<file path="src/logic/nvm_writer_map.svh">
/*
  Offsets, field positions, memory locations and timing counts of the protected user-area writer.
  Assumes a 20 MHz system clock and word-aligned classic Wishbone register access.
*/
`ifndef NVM_WRITER_MAP_SVH
`define NVM_WRITER_MAP_SVH

// ----------------------------------------------------------------------------
// Register offsets (byte addresses)
// ----------------------------------------------------------------------------
`define REG_CTRL        8'h00
`define REG_STATUS      8'h04
`define REG_IRQ_STATUS  8'h08
`define REG_IRQ_MASK    8'h0C
`define REG_SHADOW      8'h10
`define REG_FW_DATA     8'h14

// ----------------------------------------------------------------------------
// Field positions
// ----------------------------------------------------------------------------
`define CTRL_ADDR_GO    8
`define CTRL_ID_GO      9
`define CTRL_FW_GO      10
`define CTRL_INIT_GO    11
`define IRQ_DONE        0
`define IRQ_FAIL        1
`define IRQ_REFUSED     2
`define IRQ_CORRUPT     3
`define IRQ_WIDTH       4

// ----------------------------------------------------------------------------
// Memory locations
// ----------------------------------------------------------------------------
`define LOC_ADDR_LOW    5'h00
`define LOC_ADDR_HIGH   5'h01
`define LOC_ID_EXT      5'h02
`define LOC_FW_LOCK     5'h0C
`define FW_LOCK_BIT     1

// ----------------------------------------------------------------------------
// Timing
// ----------------------------------------------------------------------------
`define CLK_HZ          20000000
`define PROG_TIME_US    12500
`define READ_TIME_NS    110
`define PROG_CYCLES     ((`PROG_TIME_US * (`CLK_HZ / 1000000)))
`define READ_CYCLES     ((`READ_TIME_NS * (`CLK_HZ / 1000000) + 999) / 1000)

`endif

</file>
<file path="src/logic/nvm_writer_pkg.sv">
/*
  Types of the protected user-area writer.
  Assumes nothing of its surroundings.
*/
package nvm_writer_pkg;

  typedef enum logic [3:0] {
    ST_IDLE     = 4'b0000,
    ST_FLAG_SET = 4'b0001,
    ST_FLAG_CHK = 4'b0010,
    ST_DATA_WR  = 4'b0011,
    ST_DATA_CHK = 4'b0100,
    ST_FLAG_CLR = 4'b0101,
    ST_FLAG_CK0 = 4'b0110,
    ST_INIT_RD  = 4'b0111,
    ST_FW_WR    = 4'b1000
  } seq_state_t;

  typedef enum logic [1:0] {
    OP_READ = 2'b00,
    OP_PROG = 2'b01,
    OP_FLAG_READ = 2'b10,
    OP_FLAG_PROG = 2'b11
  } mem_op_t;

endpackage

</file>
<file path="src/logic/nvm_cell_array.sv">
/*
  Behavioural non-volatile array: user block, firmware block and one transaction flag, in flip-flops.
  Assumes one operation at a time; programming and reading take fixed cycle counts.
*/
`timescale 1ns/10ps
`include "nvm_writer_map.svh"

module nvm_cell_array #(
  parameter int unsigned PROG_CYCLES = `PROG_CYCLES,
  parameter int unsigned READ_CYCLES = `READ_CYCLES
) (
  // Clock and reset
  input  wire logic                    clk_i,
  input  wire logic                    rst_i,
  input  wire logic                    ce_i,
  // Operation request
  input  wire logic                    start_i,
  input  wire nvm_writer_pkg::mem_op_t op_i,
  input  wire logic [4:0]              loc_i,
  input  wire logic [3:0]              wdata_i,
  input  wire logic                    flag_i,
  // Result
  output logic                         done_o,
  output logic [3:0]                   rdata_o,
  output logic                         flag_o
);

  initial begin
    if (PROG_CYCLES < 1 || READ_CYCLES < 1) begin
      $error("nvm_cell_array: cycle counts must be at least one");
    end
  end

  // --------------------------------------------------------------------------
  // Storage
  // --------------------------------------------------------------------------
  // Cells are not reset: they model memory that survives power loss.
  logic [3:0]  cell_q [0:31];
  logic        flag_cell_q;
  logic [31:0] cnt_q;
  logic        busy_q;
  nvm_writer_pkg::mem_op_t op_q;
  logic [4:0]  loc_q;
  logic [3:0]  wdata_q;
  logic        wflag_q;

  wire         last = (cnt_q == 32'h0000_0001);
  wire         prog = (op_q == nvm_writer_pkg::OP_PROG) || (op_q == nvm_writer_pkg::OP_FLAG_PROG);
  wire  [31:0] load = (op_i == nvm_writer_pkg::OP_PROG || op_i == nvm_writer_pkg::OP_FLAG_PROG) ?
                      32'(PROG_CYCLES) : 32'(READ_CYCLES);

  always_ff @(posedge clk_i) begin
    if (rst_i) begin
      busy_q  <= 1'b0;
      cnt_q   <= 32'h0000_0000;
      done_o  <= 1'b0;
      rdata_o <= 4'h0;
      flag_o  <= 1'b0;
      op_q    <= nvm_writer_pkg::OP_READ;
      loc_q   <= 5'h00;
      wdata_q <= 4'h0;
      wflag_q <= 1'b0;
    end else if (ce_i) begin
      done_o <= 1'b0;
      if (!busy_q && start_i) begin
        busy_q  <= 1'b1;
        cnt_q   <= load;
        op_q    <= op_i;
        loc_q   <= loc_i;
        wdata_q <= wdata_i;
        wflag_q <= flag_i;
      end else if (busy_q) begin
        cnt_q <= cnt_q - 32'h0000_0001;
        if (last) begin
          busy_q  <= 1'b0;
          done_o  <= 1'b1;
          rdata_o <= cell_q[loc_q];
          flag_o  <= flag_cell_q;
        end
      end
    end
  end

  always_ff @(posedge clk_i) begin
    if (ce_i && busy_q && last && prog) begin
      if (op_q == nvm_writer_pkg::OP_FLAG_PROG) begin
        flag_cell_q <= wflag_q;
      end else begin
        cell_q[loc_q] <= wdata_q;
      end
    end
  end

endmodule

</file>
<file path="src/logic/wb_regs.sv">
/*
  Classic Wishbone slave decode for the writer: one aligned word per register, ack one cycle after request.
  Assumes the master holds the request until ack and drops it for at least a cycle after.
*/
`timescale 1ns/10ps
`include "nvm_writer_map.svh"

module wb_regs (
  // Clock and reset
  input  wire logic        clk_i,
  input  wire logic        rst_i,
  input  wire logic        ce_i,
  // Wishbone
  input  wire logic        wb_cyc_i,
  input  wire logic        wb_stb_i,
  input  wire logic        wb_we_i,
  input  wire logic [7:0]  wb_adr_i,
  input  wire logic [3:0]  wb_sel_i,
  output logic             wb_ack_o,
  // Decoded strobes
  output logic             wr_o,
  output logic             rd_o,
  output logic [7:0]       adr_o,
  output logic             lane0_o,
  output logic             lane1_o
);

  wire req = wb_cyc_i && wb_stb_i && !wb_ack_o;

  always_ff @(posedge clk_i) begin
    if (rst_i) begin
      wb_ack_o <= 1'b0;
    end else if (ce_i) begin
      wb_ack_o <= req;
    end
  end

  // Writes take effect at the acknowledging edge, the only edge the master treats as final.
  assign wr_o    = wb_ack_o && wb_cyc_i && wb_stb_i && wb_we_i && ce_i;
  assign rd_o    = wb_ack_o && wb_cyc_i && wb_stb_i && !wb_we_i && ce_i;
  assign adr_o   = {wb_adr_i[7:2], 2'b00};
  assign lane0_o = wb_sel_i[0];
  assign lane1_o = wb_sel_i[1];

endmodule

</file>
<file path="src/logic/protected_user_area_nvm_writer.sv">
/*
  Protected user-area writer: wraps each user-block write in set/verify/clear/verify steps on a
  transaction flag, checks the flag at initialization and zeroes the node-number shadow if it is set.
  Assumes a 20 MHz clock, a synchronous active-high reset and a classic Wishbone master.
*/
// The Wishbone register port and the register offsets were chosen for this implementation.
`timescale 1ns/10ps
`include "nvm_writer_map.svh"


module protected_user_area_nvm_writer #(
  parameter int unsigned PROG_CYCLES = `PROG_CYCLES,
  parameter int unsigned READ_CYCLES = `READ_CYCLES
) (
  // Clock and reset
  input  wire logic        clk_i,
  input  wire logic        rst_i,
  input  wire logic        ce_i,
  // Wishbone slave
  input  wire logic        wb_cyc_i,
  input  wire logic        wb_stb_i,
  input  wire logic        wb_we_i,
  input  wire logic [7:0]  wb_adr_i,
  input  wire logic [3:0]  wb_sel_i,
  input  wire logic [31:0] wb_dat_i,
  output logic [31:0]      wb_dat_o,
  output logic             wb_ack_o,
  // Status
  output logic             busy_o,
  output logic             irq_o,
  output logic [4:0]       node_number_o,
  output logic [3:0]       id_extension_one_field_o,
  output logic             ab_select_o
);

  initial begin
    if (PROG_CYCLES < 1 || READ_CYCLES < 1) begin
      $error("protected_user_area_nvm_writer: cycle counts must be at least one");
    end
  end

  // --------------------------------------------------------------------------
  // Bus slave
  // --------------------------------------------------------------------------
  logic       bus_wr;
  logic       bus_rd;
  logic [7:0] bus_adr;
  logic       lane0;
  logic       lane1;

  wb_regs u_bus (
    .clk_i    (clk_i),
    .rst_i    (rst_i),
    .ce_i     (ce_i),
    .wb_cyc_i (wb_cyc_i),
    .wb_stb_i (wb_stb_i),
    .wb_we_i  (wb_we_i),
    .wb_adr_i (wb_adr_i),
    .wb_sel_i (wb_sel_i),
    .wb_ack_o (wb_ack_o),
    .wr_o     (bus_wr),
    .rd_o     (bus_rd),
    .adr_o    (bus_adr),
    .lane0_o  (lane0),
    .lane1_o  (lane1)
  );

  // --------------------------------------------------------------------------
  // Memory array
  // --------------------------------------------------------------------------
  logic                    mem_start;
  nvm_writer_pkg::mem_op_t mem_op;
  logic [4:0]              mem_loc;
  logic [3:0]              mem_wdata;
  logic                    mem_flag;
  logic                    mem_done;
  logic [3:0]              mem_rdata;
  logic                    mem_rflag;

  nvm_cell_array #(
    .PROG_CYCLES (PROG_CYCLES),
    .READ_CYCLES (READ_CYCLES)
  ) u_array (
    .clk_i   (clk_i),
    .rst_i   (rst_i),
    .ce_i    (ce_i),
    .start_i (mem_start),
    .op_i    (mem_op),
    .loc_i   (mem_loc),
    .wdata_i (mem_wdata),
    .flag_i  (mem_flag),
    .done_o  (mem_done),
    .rdata_o (mem_rdata),
    .flag_o  (mem_rflag)
  );

  // --------------------------------------------------------------------------
  // Register decode
  // --------------------------------------------------------------------------
  wire hit_ctrl = (bus_adr == `REG_CTRL);
  wire hit_ist  = (bus_adr == `REG_IRQ_STATUS);
  wire hit_imsk = (bus_adr == `REG_IRQ_MASK);
  wire hit_fwd  = (bus_adr == `REG_FW_DATA);
  wire ctrl_wr  = bus_wr && hit_ctrl && lane0 && lane1;
  wire go_addr  = ctrl_wr && wb_dat_i[`CTRL_ADDR_GO];
  wire go_id    = ctrl_wr && wb_dat_i[`CTRL_ID_GO];
  wire go_fw    = ctrl_wr && wb_dat_i[`CTRL_FW_GO];
  wire go_init  = ctrl_wr && wb_dat_i[`CTRL_INIT_GO];

  // --------------------------------------------------------------------------
  // Sequencer
  // --------------------------------------------------------------------------
  nvm_writer_pkg::seq_state_t state_q;
  nvm_writer_pkg::seq_state_t state_d;
  logic [4:0]              wr_value_q;
  logic                    wr_is_id_q;
  logic [1:0]              step_q;
  logic                    issued_q;
  logic [4:0]              node_q;
  logic [3:0]              idext_q;
  logic                    fw_lock_q;
  logic                    corrupt_q;
  logic                    fail_q;
  logic [3:0]              fw_loc_q;
  logic [3:0]              fw_data_q;
  logic [`IRQ_WIDTH-1:0]   irq_st_q;
  logic [`IRQ_WIDTH-1:0]   irq_mask_q;
  logic [`IRQ_WIDTH-1:0]   irq_set;

  wire idle      = (state_q == nvm_writer_pkg::ST_IDLE);
  wire any_go    = go_addr || go_id;
  wire fw_refuse = go_fw && idle && fw_lock_q;
  wire step_done = issued_q && mem_done;

  // Location and nibble for the current data step of a user write.
  wire [4:0] data_loc  = wr_is_id_q ? `LOC_ID_EXT :
                         (step_q == 2'd0) ? `LOC_ADDR_LOW : `LOC_ADDR_HIGH;
  wire [3:0] data_nib  = wr_is_id_q ? wr_value_q[3:0] :
                         (step_q == 2'd0) ? wr_value_q[3:0] : {3'b000, wr_value_q[4]};
  wire       data_last = wr_is_id_q || (step_q == 2'd1);
  wire [3:0] data_mask = (!wr_is_id_q && step_q == 2'd1) ? 4'h1 : 4'hF;
  wire       data_ok   = ((mem_rdata & data_mask) == data_nib);
  wire [4:0] init_loc  = (step_q == 2'd0) ? `LOC_ADDR_LOW :
                         (step_q == 2'd1) ? `LOC_ADDR_HIGH :
                         (step_q == 2'd2) ? `LOC_ID_EXT : `LOC_FW_LOCK;

  always_comb begin
    state_d   = state_q;
    mem_start = 1'b0;
    mem_op    = nvm_writer_pkg::OP_READ;
    mem_loc   = 5'h00;
    mem_wdata = 4'h0;
    mem_flag  = 1'b0;
    unique case (state_q)
      nvm_writer_pkg::ST_IDLE: begin
        if (go_init) begin
          state_d = nvm_writer_pkg::ST_INIT_RD;
        end else if (any_go) begin
          state_d = nvm_writer_pkg::ST_FLAG_SET;
        end else if (go_fw && !fw_lock_q) begin
          state_d = nvm_writer_pkg::ST_FW_WR;
        end
      end
      nvm_writer_pkg::ST_FLAG_SET: begin
        mem_op    = nvm_writer_pkg::OP_FLAG_PROG;
        mem_flag  = 1'b1;
        mem_start = !issued_q;
        if (step_done) state_d = nvm_writer_pkg::ST_FLAG_CHK;
      end
      nvm_writer_pkg::ST_FLAG_CHK: begin
        mem_op    = nvm_writer_pkg::OP_FLAG_READ;
        mem_start = !issued_q;
        if (step_done) begin
          state_d = mem_rflag ? nvm_writer_pkg::ST_DATA_WR : nvm_writer_pkg::ST_IDLE;
        end
      end
      nvm_writer_pkg::ST_DATA_WR: begin
        mem_op    = nvm_writer_pkg::OP_PROG;
        mem_loc   = data_loc;
        mem_wdata = data_nib;
        mem_start = !issued_q;
        if (step_done) state_d = nvm_writer_pkg::ST_DATA_CHK;
      end
      nvm_writer_pkg::ST_DATA_CHK: begin
        mem_op    = nvm_writer_pkg::OP_READ;
        mem_loc   = data_loc;
        mem_start = !issued_q;
        if (step_done) begin
          if (!data_ok) begin
            state_d = nvm_writer_pkg::ST_IDLE;
          end else if (data_last) begin
            state_d = nvm_writer_pkg::ST_FLAG_CLR;
          end else begin
            state_d = nvm_writer_pkg::ST_DATA_WR;
          end
        end
      end
      nvm_writer_pkg::ST_FLAG_CLR: begin
        mem_op    = nvm_writer_pkg::OP_FLAG_PROG;
        mem_flag  = 1'b0;
        mem_start = !issued_q;
        if (step_done) state_d = nvm_writer_pkg::ST_FLAG_CK0;
      end
      nvm_writer_pkg::ST_FLAG_CK0: begin
        mem_op    = nvm_writer_pkg::OP_FLAG_READ;
        mem_start = !issued_q;
        if (step_done) state_d = nvm_writer_pkg::ST_IDLE;
      end
      nvm_writer_pkg::ST_INIT_RD: begin
        mem_op    = (step_q == 2'd0) ? nvm_writer_pkg::OP_FLAG_READ : nvm_writer_pkg::OP_READ;
        mem_loc   = init_loc;
        mem_start = !issued_q;
        if (step_done && step_q == 2'd3) state_d = nvm_writer_pkg::ST_IDLE;
      end
      nvm_writer_pkg::ST_FW_WR: begin
        mem_op    = nvm_writer_pkg::OP_PROG;
        mem_loc   = {1'b0, fw_loc_q} + 5'h08;
        mem_wdata = fw_data_q;
        mem_start = !issued_q;
        if (step_done) state_d = nvm_writer_pkg::ST_IDLE;
      end
      default: begin
        state_d = nvm_writer_pkg::ST_IDLE;
      end
    endcase
  end

  // Event bits for the sticky status.
  wire wr_end   = step_done && ((state_q == nvm_writer_pkg::ST_FLAG_CK0) ||
                  (state_q == nvm_writer_pkg::ST_FLAG_CHK && !mem_rflag) ||
                  (state_q == nvm_writer_pkg::ST_DATA_CHK && !data_ok));
  wire wr_bad   = step_done && ((state_q == nvm_writer_pkg::ST_FLAG_CK0 && mem_rflag) ||
                  (state_q == nvm_writer_pkg::ST_FLAG_CHK && !mem_rflag) ||
                  (state_q == nvm_writer_pkg::ST_DATA_CHK && !data_ok));
  wire init_bad = step_done && (state_q == nvm_writer_pkg::ST_INIT_RD) && (step_q == 2'd0) && mem_rflag;

  always_comb begin
    irq_set               = '0;
    irq_set[`IRQ_DONE]    = wr_end && !wr_bad;
    irq_set[`IRQ_FAIL]    = wr_bad;
    irq_set[`IRQ_REFUSED] = fw_refuse || (any_go && !idle);
    irq_set[`IRQ_CORRUPT] = init_bad;
  end

  always_ff @(posedge clk_i) begin
    if (rst_i) begin
      state_q  <= nvm_writer_pkg::ST_IDLE;
      issued_q <= 1'b0;
      step_q   <= 2'd0;
    end else if (ce_i) begin
      state_q  <= state_d;
      issued_q <= (state_d == state_q) && (issued_q || mem_start) && !step_done;
      if (state_d == nvm_writer_pkg::ST_IDLE) begin
        step_q <= 2'd0;
      end else if (step_done && state_q == nvm_writer_pkg::ST_INIT_RD) begin
        step_q <= step_q + 2'd1;
      end else if (step_done && state_q == nvm_writer_pkg::ST_DATA_CHK && !data_last) begin
        step_q <= step_q + 2'd1;
      end
    end
  end

  always_ff @(posedge clk_i) begin
    if (rst_i) begin
      wr_value_q <= 5'h00;
      wr_is_id_q <= 1'b0;
      fw_loc_q   <= 4'h0;
      fw_data_q  <= 4'h0;
    end else if (ce_i && idle && ctrl_wr) begin
      wr_value_q <= wb_dat_i[4:0];
      wr_is_id_q <= go_id && !go_addr;
      fw_loc_q   <= wb_dat_i[7:4];
      fw_data_q  <= wb_dat_i[3:0];
    end
  end

  // Shadow registers follow the array at init and on a verified write.
  always_ff @(posedge clk_i) begin
    if (rst_i) begin
      node_q    <= 5'h00;
      idext_q   <= 4'h0;
      fw_lock_q <= 1'b0;
      corrupt_q <= 1'b0;
      fail_q    <= 1'b0;
    end else if (ce_i) begin
      if (step_done && state_q == nvm_writer_pkg::ST_INIT_RD) begin
        // The flag read of step 0 also returns location 0, so the low nibble is taken there.
        unique case (step_q)
          2'd0: begin
            corrupt_q   <= mem_rflag;
            node_q[3:0] <= mem_rflag ? 4'h0 : mem_rdata;
          end
          2'd1: node_q[4] <= corrupt_q ? 1'b0 : mem_rdata[0];
          2'd2: idext_q <= mem_rdata;
          2'd3: fw_lock_q <= mem_rdata[`FW_LOCK_BIT];
        endcase
      end
      if (step_done && state_q == nvm_writer_pkg::ST_FLAG_CK0 && !mem_rflag) begin
        corrupt_q <= 1'b0;
        if (wr_is_id_q) idext_q <= wr_value_q[3:0];
        else node_q <= wr_value_q;
      end
      if (wr_end) fail_q <= wr_bad;
    end
  end

  // Set wins over the write-one clear.
  wire [`IRQ_WIDTH-1:0] irq_clr = (bus_wr && hit_ist && lane0) ? wb_dat_i[`IRQ_WIDTH-1:0] : '0;

  always_ff @(posedge clk_i) begin
    if (rst_i) begin
      irq_st_q   <= '0;
      irq_mask_q <= '0;
    end else if (ce_i) begin
      irq_st_q <= (irq_st_q & ~irq_clr) | irq_set;
      if (bus_wr && hit_imsk && lane0) irq_mask_q <= wb_dat_i[`IRQ_WIDTH-1:0];
    end
  end

  // --------------------------------------------------------------------------
  // Read data and outputs
  // --------------------------------------------------------------------------
  wire [31:0] status_word = {24'h0000_00, 1'b0, fw_lock_q, fail_q, corrupt_q, state_q};
  wire [31:0] rd_mux = (bus_adr == `REG_CTRL)       ? {27'h000_0000, wr_value_q} :
                       (bus_adr == `REG_STATUS)     ? status_word :
                       hit_ist                      ? {28'h000_0000, irq_st_q} :
                       hit_imsk                     ? {28'h000_0000, irq_mask_q} :
                       (bus_adr == `REG_SHADOW)     ? {23'h00_0000, idext_q, node_q} :
                       hit_fwd                      ? {24'h00_0000, fw_loc_q, fw_data_q} : 32'h0000_0000;

  always_ff @(posedge clk_i) begin
    if (rst_i) begin
      wb_dat_o <= 32'h0000_0000;
    end else if (ce_i) begin
      wb_dat_o <= (wb_cyc_i && wb_stb_i && !wb_we_i && !wb_ack_o) ? rd_mux : 32'h0000_0000;
    end
  end

  assign busy_o                   = !idle;
  assign irq_o                    = |(irq_st_q & irq_mask_q);
  assign node_number_o            = node_q;
  assign id_extension_one_field_o = idext_q;
  assign ab_select_o              = idext_q[3];

endmodule

</file>
<file path="config.mk">
export PLATFORM = sky130hd
export DESIGN_NAME = protected_user_area_nvm_writer
export DESIGN_NICKNAME = d
export VERILOG_FILES = /design/src/logic/nvm_writer_pkg.sv /design/src/logic/nvm_cell_array.sv /design/src/logic/wb_regs.sv /design/src/logic/protected_user_area_nvm_writer.sv
export VERILOG_INCLUDE_DIRS = /design/src /design/src/logic
export SDC_FILE = /design/constraint.sdc
export NUM_CORES = 1
export LEC_CHECK = 0
export BUFFER_PORTS_ARGS = -buffer_cell sky130_fd_sc_hd__buf_2
export CAP_MARGIN = 20
export CORE_UTILIZATION = 50
export DETAILED_ROUTE_END_ITERATION = 7
export PLACE_DENSITY = 0.77
export SYNTH_ARGS = -nofsm -noshare
export SYNTH_HDL_FRONTEND = slang
export SYNTH_SLANG_ARGS = --single-unit
</file>
<file path="constraint.sdc">
create_clock -name clk_i -period 4 [get_ports clk_i]
set_clock_uncertainty 0.1 [all_clocks]
set_input_delay 0.2 -clock clk_i [delete_from_list [all_inputs] [get_ports clk_i]]
set_output_delay 0.2 -clock clk_i [all_outputs]
set_load 0.1 [all_outputs]
</file>
Yosys cells after proc, flatten, opt, wreduce, memory -nomap -nowiden
Memories as Yosys holds them, arrays and structs flattened. A register that Yosys moved wholly into a read port is not among the register bits.
Cells that the tools add are included.
Storage, ports and cells
  memories kept: 1
  input port bits: 50
  register bits after elaboration: 122
  RAM bits: 128
  word-level logic and storage cells: 218
  output and inout port bits: 45
Memories
  u_array.cell_q: depth 32, bits a word 4, rd ports 1, clocked after memory_dff 1, wr ports 1, RTL line nvm_cell_array.sv:38  | logic [3:0] cell_q [0:31];
Cells by class
  add/subtract/negate cells: 3
  muxes and demuxes: 65
  eq/ne operators: 23
  bitwise gates (word level): 6
  reductions and logical operators: 95
Operators with widths (count)
  $mux 4: 23
  $mux 32: 2
  $mux 9: 6
  $logic_and 1x1->1: 48
  $eq 32x1->1 const B: 1
  $pmux 4 s8: 1
  $sub 32x1->32 const B: 1
  $mux 18: 1
  $mux 1: 17
  $eq 4x3->1 const B: 4
  $mux 5: 3
  $pmux 5 s3: 1
  $logic_not 1->1: 13
  $and 4x4->4: 3
  $eq 6x2->1 const B: 2
  $eq 6x3->1 const B: 2
  $mux 2: 6
  $reduce_and 2->1: 6
  $logic_or 1x1->1: 10
  $reduce_or 2->1: 5
  $eq 2x2->1 const B: 4
  $eq 4x2->1 const B: 2
  $eq 4x4->1: 2
  $logic_not 4->1: 2
  21 further kinds: 27

Depth between registers and ports, before layout
  word-level depth: 16
  mapped depth: 9
  mapped depth without buffers: 8

By module
Synthesis repeated with hierarchy kept, for this count alone.
Unflattened totals
  cells, all modules: 999
  area, all modules: 10914.2 µm²
By module, submodules not included
  nvm_cell_array: seq. area each 4894.7 µm², instances 1, area each 7611.0 µm², cells an instance 552
  protected_user_area_nvm_writer: seq. area each 900.9 µm², instances 1, area each 3158.0 µm², cells an instance 429
  wb_regs: seq. area each 20.0 µm², instances 1, area each 145.1 µm², cells an instance 18

Least setup slack after synthesis
OpenSTA, ideal clock, no wires.
  path type: reg2reg
  from: register u_array.cnt_q[24]
  to: memory u_array.cell_q[15][0] (enable)
  required time: 3.571 ns
  period minus slack after synthesis: 2.772 ns
  setup slack: 1.228 ns
  stages on the path, launching flop included: 7
  path buffers: 0
  arrival time: 2.342 ns
  setup time: 0.329 ns
  cells stage by stage: dfxtp_1 -> or4_1 -> or4_4 -> nor4_4 -> and4b_2 -> nand3_2 -> nor2_1
Between the ends
  word-level cells in the longest chain between the ends: 5
RTL lines
  start, declared: RTL line nvm_cell_array.sv:40  | logic [31:0] cnt_q;
  start signal, assigned: RTL line nvm_cell_array.sv:67  | cnt_q <= load;
  start signal, assigned: RTL line nvm_cell_array.sv:73  | cnt_q <= cnt_q - 32'h0000_0001;
  $eq 32x1->1: RTL line nvm_cell_array.sv:47  | wire last = (cnt_q == 32'h0000_0001);
  $logic_and 1x1->1 (2 in a row): RTL line nvm_cell_array.sv:85  | if (ce_i && busy_q && last && prog) begin
  $mux 1: RTL line nvm_cell_array.sv:85
  $mux 1 (not written as such): RTL line nvm_cell_array.sv:89  | cell_q[loc_q] <= wdata_q;
  end, declared: RTL line nvm_cell_array.sv:38
Every way passes these cells.

Final worst setup path
  from: register u_array.cnt_q[24]
  to: memory u_array.cell_q[31][1] (enable)
The elaborated chain is that of the path after synthesis.

==> results by group <==
Synthesis
  – Synth cell types: 69
  – Post-synth ARST share: 0
  – Post-synth top flop: edfxtp_1
  – Syn. warnings: 0
  – EDFF count, synth: 129
  – Yosys top cell area share: 0.365
  – Syn_area_per_cell: 11.3 sq um
  – Register area share after synthesis: 0.548
  – Synth area leaders: edfxtp_1 37%, dfxtp_1 18%, mux4_2 8.5%, nor2_1 4.2%, nand2_1 2.7%
  – #FFs+latches synth: 226
  – Synth Instances: 937
  – Mapped cell area: 10,600 sq um
  – Most area-hungry cell type in the Yosys netlist: edfxtp_1

Placed design
  – Pre-CTS setup slack: 0.744 ns
  – Hpwl dp: 15.2 mm
  – GPL Wtd Cong: 0.868
  – DP Area: 11,000 sq um
  – Buffers on Ports: 47

CTS
  – Worst-skew pair later-pin latency: 0.52 ns
  – Root buffer selected by CTS: clkbuf_16
  – Clock net sink count: 226
  – Clock H-tree levels: 1
  – Hold buffers post-CTS: 14
  – PostCTS Resize Cnt: 0
  – CTS clock-pin slew for the worst setup and hold paths: 0.06 ns
  – CTS tree: built
  – Num CTS Buffers: 23
  – CTS max path bufs: 3
  – Post-CTS Setup Repair Bufs: 0

Global route
  – Total grt overflow: 0
  – GRT Resource Usage Total: 0.220
  – Vias in the first global route: 7,152
  – Largest net degree at the start of global routing: 65
  – First-pass GRT wire length: 37.9 mm
  – Initial antenna violation count: 0

STA
  – Slew @ Worst Pin: 1.04 ns
  – Fin. Hold Viols: 0
  – Fmax achieved: 0.306 GHz
  – Max-slew headroom: 0.307
  – Final setup violation count: 0
  – Setup TNS: 0 ns
  – Final Max Tran Viols: 0
  – Setup ws final: 0.730 ns
  – Hold WS: 0.00853 ns
  – Period utilization: 0.818
  – Final worst path period need: 3.27 ns
  – RSZ-0062 raised after global routing: no

Critical path
  – Critical Path AT: 3.34 ns
  – Critical path peak fanout: 7
  – CP Cell Sequence: or4_1 -> or4_4 -> nor4_4 -> and4b_2 -> nand3_2 -> nor2_1
  – CP endpoint kind: flip-flop
  – CP Class: reg -> reg
  – Worst path slowest cell: or4_1
  – CP Launch Type: flip-flop
  – Max incr delay on CP: 0.56 ns
  – WP data required: 4.07 ns

Worst hold path
  – HP Class: in -> reg

Route
  – DR WL/cell: 18.7 microns
  – Residual DRC: 0
  – Post-Route WL: 23.7 mm
  – Detailed Route Iter0 Violations: 570
  – Pre-antenna DRT Iters: 5
  – Via density: 5.88
  – Via count: 7,465
  – ANT nets after route: 0

Floorplanning
  – DIE WIDTH: 148 microns
  – Die Ht: 148 microns
  – Die ar.: 21,800 sq um
  – Starting Density: 0.517
  – Row count: 52
  – Core area: 20,500 sq um
  – # IOs: 95

Layout
  – Design area: 12,000 sq um
  – Fin nets: 1,039
  – Antenna Cells: 0
  – Final core occ: 0.585
  – Most common cell after layout, fill and taps aside: edfxtp_1
  – Most frequent cells in the layout: 129 x edfxtp_1, 118 x nor2_1, 95 x dfxtp_1
  – Share of layout cells above drive strength 1: 0.165
  – Synthesis-to-finish area growth: 13.2%

Power
  – VDD IR-drop max: 0.000357 V
  – PwrDens: 462 nW/um^2
  – Lkg Pwr: 4.22 nW

Run
  – Max Cap Violations: 0

Run status
  – Outcome: completed
-- final timing paths --
| check | from | to | cells after the start | slack [ns] |
|---|---|---|---|---|
| setup / recovery | u_array.cnt_q[24]$_SDFFE_PP0P_ | u_array.cell_q[31][1]$_DFFE_PP_ | 6 | 0.73 |
| hold / removal | wb_cyc_i | u_bus.wb_ack_o$_SDFFE_PP0P_ | 5 | 0.009 |
| setup reg to reg | u_array.cnt_q[24]$_SDFFE_PP0P_ | u_array.cell_q[31][1]$_DFFE_PP_ | 6 | 0.73 |
| hold reg to reg | u_array.wflag_q$_SDFFE_PP0P_ | u_array.flag_cell_q$_DFFE_PP_ | 0 | 0.35 |
-- per-stage QoR --
step | power, W | std cells
detailed placement | 0.00338 | 1209
global route | 0.00576 | 1269
finish | 0.00555 | 1269
CTS | 0.00558 | 1265
global placement | 0.00336 | 1209
floorplan | 0.00323 | 959
-- Yosys cell counts (8+ instances only) --
library cell,number
mux2i_1,27
nand2_1,75
nor2_1,118
xnor2_1,10
dfxtp_1,97
buf_4,24
xor2_1,13
nor4_1,12
o21ai_0,33
nor3_1,21
nand3_1,26
buf_2,8
a22oi_1,12
a21oi_1,56
a211oi_1,10
mux4_2,40
inv_1,12
nor2b_1,15
clkbuf_1,44
nor3_2,8
edfxtp_1,129
nand4b_1,8
nand2b_1,11
-- critical path: cells and delay by family, from the launching register on --
family / cells / cell delay, ns
flip-flops: 1 / 0.34
AND/OR/NAND/NOR: 6 / 2.47
-- final cells by class --
class / count / area, sq um
Timing Repair Buffer: 78 / 596
Fill cell: 1672 / 8500
Sequential cell: 226 / 5820
Clock buffer: 29 / 638
Multi-Input combinational cell: 639 / 4420
Clock inverter: 13 / 139
Tap cell: 270 / 338
Inverter: 14 / 52.6
-- metal layers --
metal / vias to the layer above / part of all wire / global-route usage
li1: 3526 / - / -
met1: 3593 / 0.43 / 0.299
met2: 299 / 0.48 / 0.357
met3: 47 / 0.067 / 0.0367
met4: 0 / 0.026 / 0.0799
met5: - / 0 / 0
-- state kept, by name (all words and copies together), names as in the netlist, 2 cells and up --
register and cells:
irq_mask_q 4, u_array.cnt_q 32, step_q 2, u_array.op_q 2
node_number_o 5, state_q 4, wr_value_q 4, irq_st_q 4
u_array.wdata_q 4, id_extension_one_field_o 4, u_array.rdata_o 4, u_array.cell_q 128
wb_dat_o 9, u_array.loc_q 5, fw_loc_q 4
-- logic make-up after synthesis --
kind of cell,share of synthesized area
other,0.000354
muxes,0.114
adders and majority gates,0.00826
DFF,0.548
AOI/OAI and AO/OA,0.0956
xor gates and xnor gates,0.0190
and+or+nand+nor,0.172
buffers and inverters,0.0427
-- where the power goes --
group | leakage, nW | internal [W] | switching, W
logic | 1.85 | 0.000265 | 0.000496
registers | 1.98 | 0.00250 | 0.0000893
clock network | 0.387 | 0.00132 | 0.000879
total | 4.22 | 0.00409 | 0.00146
Note: power is estimated with default switching activity, not from simulation.
